$ cat src/tlso_pkg.sv
// Package for the limit, scratch and single-conversion register group.
// Assumes a simple synchronous byte-wide register port driven by the serial bus front end.
package tlso_pkg;
	// ***************************************************************
	// Register offsets
	// ***************************************************************
	localparam logic [7:0] ADDR_TRIGGER = 8'h0F;
	localparam logic [7:0] ADDR_SCRATCH1 = 8'h11;
	localparam logic [7:0] ADDR_SCRATCH2 = 8'h12;
	localparam logic [7:0] ADDR_FRAC1 = 8'h14;
	localparam logic [7:0] ADDR_FRAC2 = 8'h18;
	localparam logic [7:0] ADDR_FRAC3 = 8'h2F;
	localparam logic [7:0] ADDR_CRIT1 = 8'h19;
	localparam logic [7:0] ADDR_CRIT2 = 8'h1A;
	localparam logic [7:0] ADDR_CRIT3 = 8'h30;
	localparam logic [7:0] ADDR_LCRIT = 8'h20;
	localparam logic [7:0] ADDR_HYST = 8'h21;
	// ***************************************************************
	// Fields and reset values
	// ***************************************************************
	localparam int FRAC_MSB = 7;
	localparam int FRAC_LSB = 5;
	localparam int FRAC_W = 3;
	localparam logic [7:0] RST_ZERO = 8'h00;
	localparam logic [7:0] RST_CRIT = 8'h55;
	localparam logic [7:0] RST_HYST = 8'h0A;
	localparam int NUM_REMOTE = 3;
	// Conversion length in internal clock cycles
	localparam logic [7:0] CONV_CYCLES = 8'h10;
	// ***************************************************************
	// Types
	// ***************************************************************
	typedef enum logic [1:0] {PM_ACTIVE, PM_STANDBY, PM_SLEEP} tlso_pmode_e;
	typedef enum logic [1:0] {CV_IDLE, CV_RUN, CV_STORE} tlso_conv_e;
	// Register port request
	typedef struct packed {
		logic wr;
		logic rd;
		logic [7:0] addr;
		logic [7:0] wdata;
	} tlso_req_s;
	// Effective low limit: integer degrees plus eighths
	typedef struct packed {
		logic [7:0] whole;
		logic [2:0] eighths;
	} tlso_limit_s;
endpackage

$ cat src/tlso_conv.sv
// Single-conversion sequencer: runs one conversion then stops.
// Assumes start is a one-cycle pulse already qualified by mode and busy.
`timescale 1ns/1ns
`default_nettype none
module tlso_conv (
	input wire logic clk_i,
	input wire logic rst_n_i,
	input wire logic start_i,
	output logic busy_o,
	output logic done_o
);
	tlso_pkg::tlso_conv_e state_r;
	logic [7:0] cnt_r;
	// Sequencer; returns to idle with no restart
	always_ff @(posedge clk_i or negedge rst_n_i) begin
		if (!rst_n_i) begin
			state_r <= tlso_pkg::CV_IDLE;
			cnt_r <= 8'h00;
		end else begin
			case (state_r)
				tlso_pkg::CV_IDLE: begin
					if (start_i) begin
						state_r <= tlso_pkg::CV_RUN;
						cnt_r <= 8'h00;
					end
				end
				tlso_pkg::CV_RUN: begin
					cnt_r <= cnt_r + 8'h01;
					if (cnt_r == tlso_pkg::CONV_CYCLES - 8'h01) begin
						state_r <= tlso_pkg::CV_STORE;
					end
				end
				default: begin
					state_r <= tlso_pkg::CV_IDLE;
				end
			endcase
		end
	end
	assign busy_o = (state_r != tlso_pkg::CV_IDLE);
	assign done_o = (state_r == tlso_pkg::CV_STORE);
endmodule
`default_nettype wire

$ cat src/tlso_mode.sv
// Power-mode selection from the sleep and run/standby control bits.
// Assumes both bits come from the configuration logic outside this group.
`timescale 1ns/1ns
`default_nettype none
module tlso_mode (
	input wire logic sleep_i,
	input wire logic standby_sel_i,
	output var tlso_pkg::tlso_pmode_e mode_o
);
	// Sleep overrides run/standby select
	always_comb begin
		if (sleep_i) begin
			mode_o = tlso_pkg::PM_SLEEP;
		end else if (standby_sel_i) begin
			mode_o = tlso_pkg::PM_STANDBY;
		end else begin
			mode_o = tlso_pkg::PM_ACTIVE;
		end
	end
endmodule
`default_nettype wire

$ cat src/tlso_regs.sv
// Limit, scratch and single-conversion register group of the temperature monitor.
// Assumes a synchronous byte register port from the serial bus front end, one access per cycle.
`timescale 1ns/1ns
`default_nettype none
module tlso_regs (
	// Clock and reset
	input wire logic REF_CLK_I,
	input wire logic ARST_N_I,
	// Register port
	input wire logic REG_WR_I,
	input wire logic REG_RD_I,
	input wire logic [7:0] REG_ADDR_I,
	input wire logic [7:0] REG_WDATA_I,
	output logic [7:0] REG_RDATA_O,
	output logic REG_HIT_O,
	// Mode control and low-limit integers
	input wire logic SLEEP_I,
	input wire logic STANDBY_SEL_I,
	input wire logic [23:0] LOW_LIMIT_INTEGER_I,
	// Status and limits
	output logic BUSY_O,
	output logic CONV_START_O,
	output logic RESULTS_UPDATE_O,
	output logic [32:0] LOW_LIMIT_O,
	output logic [23:0] REMOTE_CRITICAL_LIMIT_O,
	output logic [7:0] LOCAL_CRITICAL_LIMIT_O,
	output logic [7:0] CRITICAL_HYSTERESIS_O
);
	// ***************************************************************
	// Storage
	// ***************************************************************
	tlso_pkg::tlso_req_s req;
	logic [tlso_pkg::FRAC_W-1:0] frac_r [tlso_pkg::NUM_REMOTE];
	logic [7:0] crit_r [tlso_pkg::NUM_REMOTE];
	logic [7:0] scratch1_r;
	logic [7:0] scratch2_r;
	logic [7:0] lcrit_r;
	logic [7:0] hyst_r;
	logic [7:0] trig_r;
	logic [7:0] rdata_nxt;
	logic hit_nxt;
	logic trig_wr;
	logic start;
	logic conv_busy;
	logic conv_done;
	tlso_pkg::tlso_pmode_e mode;

	// Bundle the port into one request
	assign req = '{wr: REG_WR_I, rd: REG_RD_I, addr: REG_ADDR_I, wdata: REG_WDATA_I};

	// ***************************************************************
	// Mode and conversion
	// ***************************************************************
	tlso_mode u_mode (
		.sleep_i(SLEEP_I),
		.standby_sel_i(STANDBY_SEL_I),
		.mode_o(mode)
	);

	// Trigger only from standby and only when idle; other trigger writes only store the byte
	assign trig_wr = req.wr && (req.addr == tlso_pkg::ADDR_TRIGGER);
	assign start = trig_wr && (mode == tlso_pkg::PM_STANDBY) && !conv_busy;

	tlso_conv u_conv (
		.clk_i(REF_CLK_I),
		.rst_n_i(ARST_N_I),
		.start_i(start),
		.busy_o(conv_busy),
		.done_o(conv_done)
	);

	// ***************************************************************
	// Register writes
	// ***************************************************************
	// Per-channel fraction and critical limits
	genvar g;
	generate
		for (g = 0; g < tlso_pkg::NUM_REMOTE; g++) begin : g_ch
			localparam logic [7:0] CA = (g == 0) ? tlso_pkg::ADDR_CRIT1 :
				(g == 1) ? tlso_pkg::ADDR_CRIT2 : tlso_pkg::ADDR_CRIT3;
			// Eighths are read-only to the host, so they keep their power-on zero
			// A flop per channel leaves room for a measurement-side loader later
			always_ff @(posedge REF_CLK_I or negedge ARST_N_I) begin
				if (!ARST_N_I) begin
					frac_r[g] <= tlso_pkg::RST_ZERO[tlso_pkg::FRAC_W-1:0];
				end else begin
					frac_r[g] <= frac_r[g];
				end
			end
			always_ff @(posedge REF_CLK_I or negedge ARST_N_I) begin
				if (!ARST_N_I) begin
					crit_r[g] <= tlso_pkg::RST_CRIT;
				end else if (req.wr && req.addr == CA) begin
					crit_r[g] <= req.wdata;
				end
			end
			// Effective limit: integer plus eighths, registered
			always_ff @(posedge REF_CLK_I or negedge ARST_N_I) begin
				if (!ARST_N_I) begin
					LOW_LIMIT_O[g*11 +: 11] <= 11'h000;
				end else begin
					LOW_LIMIT_O[g*11 +: 11] <= {LOW_LIMIT_INTEGER_I[g*8 +: 8], frac_r[g]};
				end
			end
			always_ff @(posedge REF_CLK_I or negedge ARST_N_I) begin
				if (!ARST_N_I) begin
					REMOTE_CRITICAL_LIMIT_O[g*8 +: 8] <= tlso_pkg::RST_CRIT;
				end else begin
					REMOTE_CRITICAL_LIMIT_O[g*8 +: 8] <= crit_r[g];
				end
			end
		end
	endgenerate

	// Scratch bytes steer nothing
	always_ff @(posedge REF_CLK_I or negedge ARST_N_I) begin
		if (!ARST_N_I) begin
			scratch1_r <= tlso_pkg::RST_ZERO;
			scratch2_r <= tlso_pkg::RST_ZERO;
		end else begin
			if (req.wr && req.addr == tlso_pkg::ADDR_SCRATCH1) begin
				scratch1_r <= req.wdata;
			end
			if (req.wr && req.addr == tlso_pkg::ADDR_SCRATCH2) begin
				scratch2_r <= req.wdata;
			end
		end
	end

	// Local critical limit, hysteresis and the stored trigger byte
	always_ff @(posedge REF_CLK_I or negedge ARST_N_I) begin
		if (!ARST_N_I) begin
			lcrit_r <= tlso_pkg::RST_CRIT;
			hyst_r <= tlso_pkg::RST_HYST;
			trig_r <= tlso_pkg::RST_ZERO;
		end else begin
			if (req.wr && req.addr == tlso_pkg::ADDR_LCRIT) begin
				lcrit_r <= req.wdata;
			end
			if (req.wr && req.addr == tlso_pkg::ADDR_HYST) begin
				hyst_r <= req.wdata;
			end
			if (trig_wr) begin
				trig_r <= req.wdata;
			end
		end
	end

	// ***************************************************************
	// Read path
	// ***************************************************************
	// Unmapped addresses read zero with no hit
	always_comb begin
		rdata_nxt = tlso_pkg::RST_ZERO;
		hit_nxt = 1'b1;
		if (req.addr == tlso_pkg::ADDR_TRIGGER) begin
			rdata_nxt = trig_r;
		end else if (req.addr == tlso_pkg::ADDR_SCRATCH1) begin
			rdata_nxt = scratch1_r;
		end else if (req.addr == tlso_pkg::ADDR_SCRATCH2) begin
			rdata_nxt = scratch2_r;
		end else if (req.addr == tlso_pkg::ADDR_FRAC1) begin
			rdata_nxt = {frac_r[0], 5'b0_0000};
		end else if (req.addr == tlso_pkg::ADDR_FRAC2) begin
			rdata_nxt = {frac_r[1], 5'b0_0000};
		end else if (req.addr == tlso_pkg::ADDR_FRAC3) begin
			rdata_nxt = {frac_r[2], 5'b0_0000};
		end else if (req.addr == tlso_pkg::ADDR_CRIT1) begin
			rdata_nxt = crit_r[0];
		end else if (req.addr == tlso_pkg::ADDR_CRIT2) begin
			rdata_nxt = crit_r[1];
		end else if (req.addr == tlso_pkg::ADDR_CRIT3) begin
			rdata_nxt = crit_r[2];
		end else if (req.addr == tlso_pkg::ADDR_LCRIT) begin
			rdata_nxt = lcrit_r;
		end else if (req.addr == tlso_pkg::ADDR_HYST) begin
			rdata_nxt = hyst_r;
		end else begin
			hit_nxt = 1'b0;
		end
	end

	// Read data registered one cycle after the read strobe
	always_ff @(posedge REF_CLK_I or negedge ARST_N_I) begin
		if (!ARST_N_I) begin
			REG_RDATA_O <= 8'h00;
			REG_HIT_O <= 1'b0;
		end else if (req.rd) begin
			REG_RDATA_O <= rdata_nxt;
			REG_HIT_O <= hit_nxt;
		end
	end

	// ***************************************************************
	// Status outputs
	// ***************************************************************
	// Busy mirrors the sequencer, with start folded in so it rises with the write
	always_ff @(posedge REF_CLK_I or negedge ARST_N_I) begin
		if (!ARST_N_I) begin
			BUSY_O <= 1'b0;
			CONV_START_O <= 1'b0;
			RESULTS_UPDATE_O <= 1'b0;
			LOCAL_CRITICAL_LIMIT_O <= tlso_pkg::RST_CRIT;
			CRITICAL_HYSTERESIS_O <= tlso_pkg::RST_HYST;
		end else begin
			BUSY_O <= (conv_busy && !conv_done) || start;
			CONV_START_O <= start;
			RESULTS_UPDATE_O <= conv_done;
			LOCAL_CRITICAL_LIMIT_O <= lcrit_r;
			CRITICAL_HYSTERESIS_O <= hyst_r;
		end
	end
endmodule
`default_nettype wire

$ cat config.mk
export PLATFORM = sky130hd
export DESIGN_NAME = tlso_regs
export DESIGN_NICKNAME = d
export VERILOG_FILES = /design/src/tlso_pkg.sv /design/src/tlso_conv.sv /design/src/tlso_mode.sv /design/src/tlso_regs.sv
export SDC_FILE = /design/constraint.sdc
export NUM_CORES = 1
export LEC_CHECK = 0
export BUFFER_PORTS_ARGS = -buffer_cell sky130_fd_sc_hd__buf_2
export CAP_MARGIN = 0
export CELL_PAD_IN_SITES_DETAIL_PLACEMENT = 1
export CELL_PAD_IN_SITES_GLOBAL_PLACEMENT = 2
export CORE_UTILIZATION = 37
export CTS_CLUSTER_SIZE = 28
export DETAILED_ROUTE_END_ITERATION = 10
export MAX_ROUTING_LAYER = met4
export PLACE_DENSITY_LB_ADDON = 0.1
export SYNTH_ARGS = -nofsm -noshare
export SYNTH_HDL_FRONTEND = slang
export SYNTH_HIERARCHICAL = 1
export SYNTH_SLANG_ARGS = --single-unit
export TNS_END_PERCENT = 10
$ cat constraint.sdc
create_clock -name REF_CLK_I -period 2.8 [get_ports REF_CLK_I]
set_input_delay 0.56 -clock REF_CLK_I [delete_from_list [all_inputs] [get_ports REF_CLK_I]]
set_output_delay 0.56 -clock REF_CLK_I [all_outputs]
set_load 0.01 [all_outputs]
After elaboration in Yosys (flattened, before gate mapping). Index checks and enable logic that the tools add are counted. W data, S select, Z words.

Reductions and logical operators: 19. Add/sub/neg operators: 1. Mux-type cells: 29. Equality and inequality tests: 17.

Operators by type and width (number): $mux W8 (12); $eq A8 B5 Y1 const B (6); $eq A8 B6 Y1 const B (4); $eq A8 B4 Y1 const B (2); $pmux W8 S2 (1); $mux W1 (12); $logic_and A1 B1 Y1 (11); $add A8 B1 Y8 const B (1); $mux W2 (3); $eq A2 B1 Y1 const B (2); $pmux W2 S2 (1); $reduce_and A2 Y1 (2); $reduce_bool A2 Y1 (2); $eq A2 B2 Y1 const B (1); $logic_not A1 Y1 (2); $logic_not A2 Y1 (1); $ne A2 B1 Y1 const B (1); $ne A2 B2 Y1 const B (1); $logic_or A1 B1 Y1 (1).

Bits in registers: 150. Word-level logic and storage cells: 89.

Depth between registers and ports, before layout.
Word-level depth: 12. Gate-level depth with buffers: 8. Depth with buffers taken out: 6.

Cells and area by module. Netlist, hierarchy kept.

Modules (own cells, without submodules): tlso_regs (instances 1, area each 5336.4 um2, sequential area each 3548.4 um2, cells each 348); tlso_conv (instances 1, area each 525.5 um2, sequential area each 250.2 um2, cells each 46); tlso_mode (instances 1, area each 21.3 um2, sequential area each 0.0 um2, cells each 2).

Worst setup path before layout. Ideal clock, no wire load.

Path kind: input to register. Start point: in REG_ADDR_I[0]. End point: reg u_conv.cnt_r[5]. Data required time: 2.664 ns. Setup slack: 0.017 ns. Path buffers: 1. Cell stages on the path: 7. Data arrival time: 2.647 ns. Setup time: 0.136 ns. Path through: buf_2 -> nor4b_1 -> nand3_1 -> nor4b_1 -> or3b_1 -> o311ai_1 -> o31ai_2.

Cells in the longest elaborated chain, start to end: 6.

RTL lines: start: declaration (RTL line tlso_regs.sv:12) `input wire logic [7:0] REG_ADDR_I,`; $eq A8 B4 Y1 (RTL line tlso_regs.sv:61) `assign trig_wr = req.wr && (req.addr == tlso_pkg::ADDR_TRIGGER);`; $logic_and A1 B1 Y1 (RTL line tlso_regs.sv:61); $logic_and A1 B1 Y1 (2 in series) (RTL line tlso_regs.sv:62) `assign start = trig_wr && (mode == tlso_pkg::PM_STANDBY) && !conv_busy;`; named net start (RTL line tlso_regs.sv:43) `logic start;`; $ne A2 B2 Y1 (no line); $reduce_and A2 Y1 (no line); end signal: assignment (RTL line tlso_conv.sv:28) `cnt_r <= cnt_r + 8'h01;`; end: declaration (RTL line tlso_conv.sv:13) `logic [7:0] cnt_r;`.

The timed path passes the listed nets, and every way through them passes these cells. A chain may end at the register's enable or synchronous reset.

Worst setup path in the final report.
Start point: in REG_ADDR_I[7]. End point: reg u_conv.cnt_r[7].

Same word-level chain as after synthesis.

==> results.yml <==
clock_tree:
  cts_resized: 0
  cts-root-buf: "clkbuf_16"
  clock_path_buffers: 2
  numCtsBuffers: 17
  cts_setup_buffers: 0
  worstSkewPairLatency_ps: 410
  ctsHoldBuffers: 0
  cts_tree: "done"
  clk_pin_slew_ps: 60
  ctsHtreeMaxLevel: 4
  clock-sinks: 150
power_and_ir_drop:
  share_comb_of_total_power_pct: 6.0
  power_frac_seq_pct: 47.4
  p_per_area_nw_per_um2: 667
  switching_share_pct: 21.7
  ir_worst_vdd_mv: 0.385
  clkPwrFrac_pct: 46.7
  leakagePower_uw: 0.00362
  p_int_uw: 3840
  p_sw_uw: 1070
final_layout:
  antenna_cells: 0
  final_nets: 583
  final_util_pct: 47.8
  drive_above_1_share_pct: 52.7
  area_delta_synth_final_pct: 24.9
  stdcell_area_sq_um: 7350
global_route:
  grt_start_max_net_pins: 67
  grt_overflow: 0
  antenna_found_initial: 0
  grt_util_all_layers_pct: 19.4
  grt_first_pass_wirelength_um: 22800
  grt_pass1_vias: 4099
setup_path:
  endpoint: "u_conv/cnt_r[7]"
  worstSetupStartpointType: "input port"
  worstPathArrival_ps: 2500
  critPathCaptureType: "register"
  critPathRequiredTime_ps: 3080
  critical_path_class: "input port to register"
  r2r_start: "u_conv/state_r[0]"
  crit_start: "REG_ADDR_I[7]"
  reg2regPathDepth: 5
  crit_path_max_fanout: 5
  rrSetupSlack_ps: 680
  rr_endpoint: "u_conv/cnt_r[7]"
routing:
  first_pass_iters: 4
  drc: 0
  wl_per_cell_um: 18.5
  drt-vias-per-instance: 4.96
  wl_um: 14100
  ant_nets: 0
  vias: 3763
  first_iter_violations: 107
floorplan:
  die_area_sq_um: 16400
  initial_core_util_pct: 38.3
  io_pins: 131
  die_h_um: 128
  rows: 45
  core_sq_um: 15400
  die_w_um: 128
placement:
  placed_cell_area_sq_um: 6760
  gp_congestion: 0.808
  io_buffers: 121
  hpwlAfterDp_um: 9740
logic_synthesis:
  async_reset_ff_share_pct: 100
  netlist_instances: 396
  synth_ff_type: "dfrtp_1"
  synth_area_per_cell_sq_um: 14.9
  netlist_area_sq_um: 5880
  synth_top_area_cell: "dfrtp_1"
  synth_cell_types: 63
  ys_ff_latch: 150
  yosys.area.top_type_share_pct: 48.5
  yosys_warnings: 6
  ys_seq_area_share_pct: 64.6
  synth_edf_count: 0
  synthTopCellsByArea: "dfrtp_1 (48%), dfstp_2 (16%), mux2_2 (11%)"
timing:
  drv_slew: 0
  finClkSkew_ps: 5.73
  rsz0062_at_grt: "no"
  relSlewSlack_pct: 57.7
  finalHoldViolCount: 0
  max_freq_mhz: 452
  period_minus_slack_ps: 2210
  timing_worst_slew_pin_value_ps: 633
  post-route-period-util_pct: 79.1
  fin_setup_tns_ps: 0
  setup_viol: 0
run_status:
  status: "finished, final reports clean"
worst_hold_path:
  hold_class: "input port to asynchronous set/reset pin"
run:
  maxCapViolCount: 0
[cell usage in the layout (no fill, tap or decap), drive strengths merged, types with 2 or more instances in the layout]
master,netlist,layout
clkbuf,5,22
o31ai,2,2
o221ai,8,8
nand3b,3,3
or3,2,2
mux2i,8,8
conb,1,9
nand2,17,17
a2111oi,7,7
mux2,66,66
nor4b,5,5
or4b,2,2
nand3,5,5
a21oi,11,11
nor2b,3,3
clkinv,0,5
dfstp,36,36
o21ai,4,4
o311ai,3,3
nor4,4,4
buf,19,137
nand2b,4,4
o22ai,8,8
dfrtp,114,114
nand4,2,2
nor3,2,2
or2,10,10
bufinv,0,3
nor2,7,7
or4,2,2
inv,11,11
a22o,10,10
[power by group through the flow]
stage	clock [uW]	combinational (uW)	sequential, uW
4_1_cts	2360	300	2320
6_report	2290	292	2320
5_1_grt	2440	325	2330
2_1_floorplan	0	117	2380
3_5_place_dp	0	299	2360
3_3_place_gp	0	291	2360
[cell families after synthesis]
kind of cell,after synthesis,share of synthesized area [%]
other,1,0.0637
multiplexers,74,14.5
AO/OA/AOI/OAI,61,7.85
buffers and inverters,35,3.59
flip-flops,150,64.6
adder cells (fa/ha/maj),1,0.213
XOR/XNOR,1,0.149
AND/OR/NAND/NOR,73,9.06
[worst min path at each step]
stage                          start                           to  cells past startpoint
after CTS                   ARST_N_I    LOCAL_CRITICAL_LIMIT_O[7]                      1
final                       ARST_N_I    LOCAL_CRITICAL_LIMIT_O[7]                      1
after global placement     crit_r[4]  REMOTE_CRITICAL_LIMIT_O[20]                      0
after global routing        ARST_N_I    LOCAL_CRITICAL_LIMIT_O[7]                      1
after detailed placement  crit_r[12]  REMOTE_CRITICAL_LIMIT_O[12]                      0
after floorplan             ARST_N_I                       BUSY_O                      0
[routing by layer]
| layer | up-vias | track usage [%] | share of wire [%] |
|---|---|---|---|
| met5 | - | - | 0 |
| met3 | 12 | 3.84 | 4.1 |
| met1 | 1942 | 25.3 | 46 |
| met4 | 0 | 7.06 | 1.1 |
| li1 | 1696 | - | - |
| met2 | 113 | 30.0 | 49 |
[worst max-delay path, stage by stage]
cell and delay (ps):
buf_2 120, nor4b_1 350, buf_4 190, nand3_1 160
nor4b_1 350, or3b_1 480, o311ai_1 160, o31ai_2 120
[sequential cells by signal, summed over array words and instances (netlist names)]
signal / count
BUSY_O: 1
CONV_START_O: 1
CRITICAL_HYSTERESIS_O: 8
LOCAL_CRITICAL_LIMIT_O: 8
LOW_LIMIT_O: 24
REG_HIT_O: 1
REG_RDATA_O: 8
REMOTE_CRITICAL_LIMIT_O: 24
RESULTS_UPDATE_O: 1
crit_r: 24
hyst_r: 8
lcrit_r: 8
scratch1_r: 8
scratch2_r: 8
trig_r: 8
u_conv/cnt_r: 8
u_conv/state_r: 2
[synth_stat cells, drive strengths merged, types with 7 or more instances]
| cell type | n |
|---|---|
| a21oi | 11 |
| dfstp | 36 |
| nor2 | 7 |
| a2111oi | 7 |
| dfrtp | 114 |
| a22o | 10 |
| nand2 | 17 |
| o22ai | 8 |
| mux2 | 66 |
| mux2i | 8 |
| buf | 19 |
| inv | 11 |
| or2 | 10 |
| o221ai | 8 |
[through the flow]
step / hold WS [ps] / cells / power, uW / setup slack, ps
4_1_cts: 156 / 759 / 4980 / 584
3_5_place_dp: 366 / 728 / 2660 / 163
6_report: 143 / 759 / 4900 / 585
3_3_place_gp: 363 / 728 / 2650 / 187
5_1_grt: 185 / 759 / 5100 / 427
2_1_floorplan: 264 / 404 / 2490 / 16.9
[area by class of cell]
class / count / area, sq um
Fill cell: 1614 / 8020
Timing Repair Buffer: 137 / 744
Clock buffer: 22 / 464
Multi-Input combinational cell: 219 / 1900
Sequential cell: 150 / 3800
Clock inverter: 9 / 126
Tap cell: 211 / 264
Inverter: 11 / 46.3
Note: power is estimated with default switching activity, not from simulation.
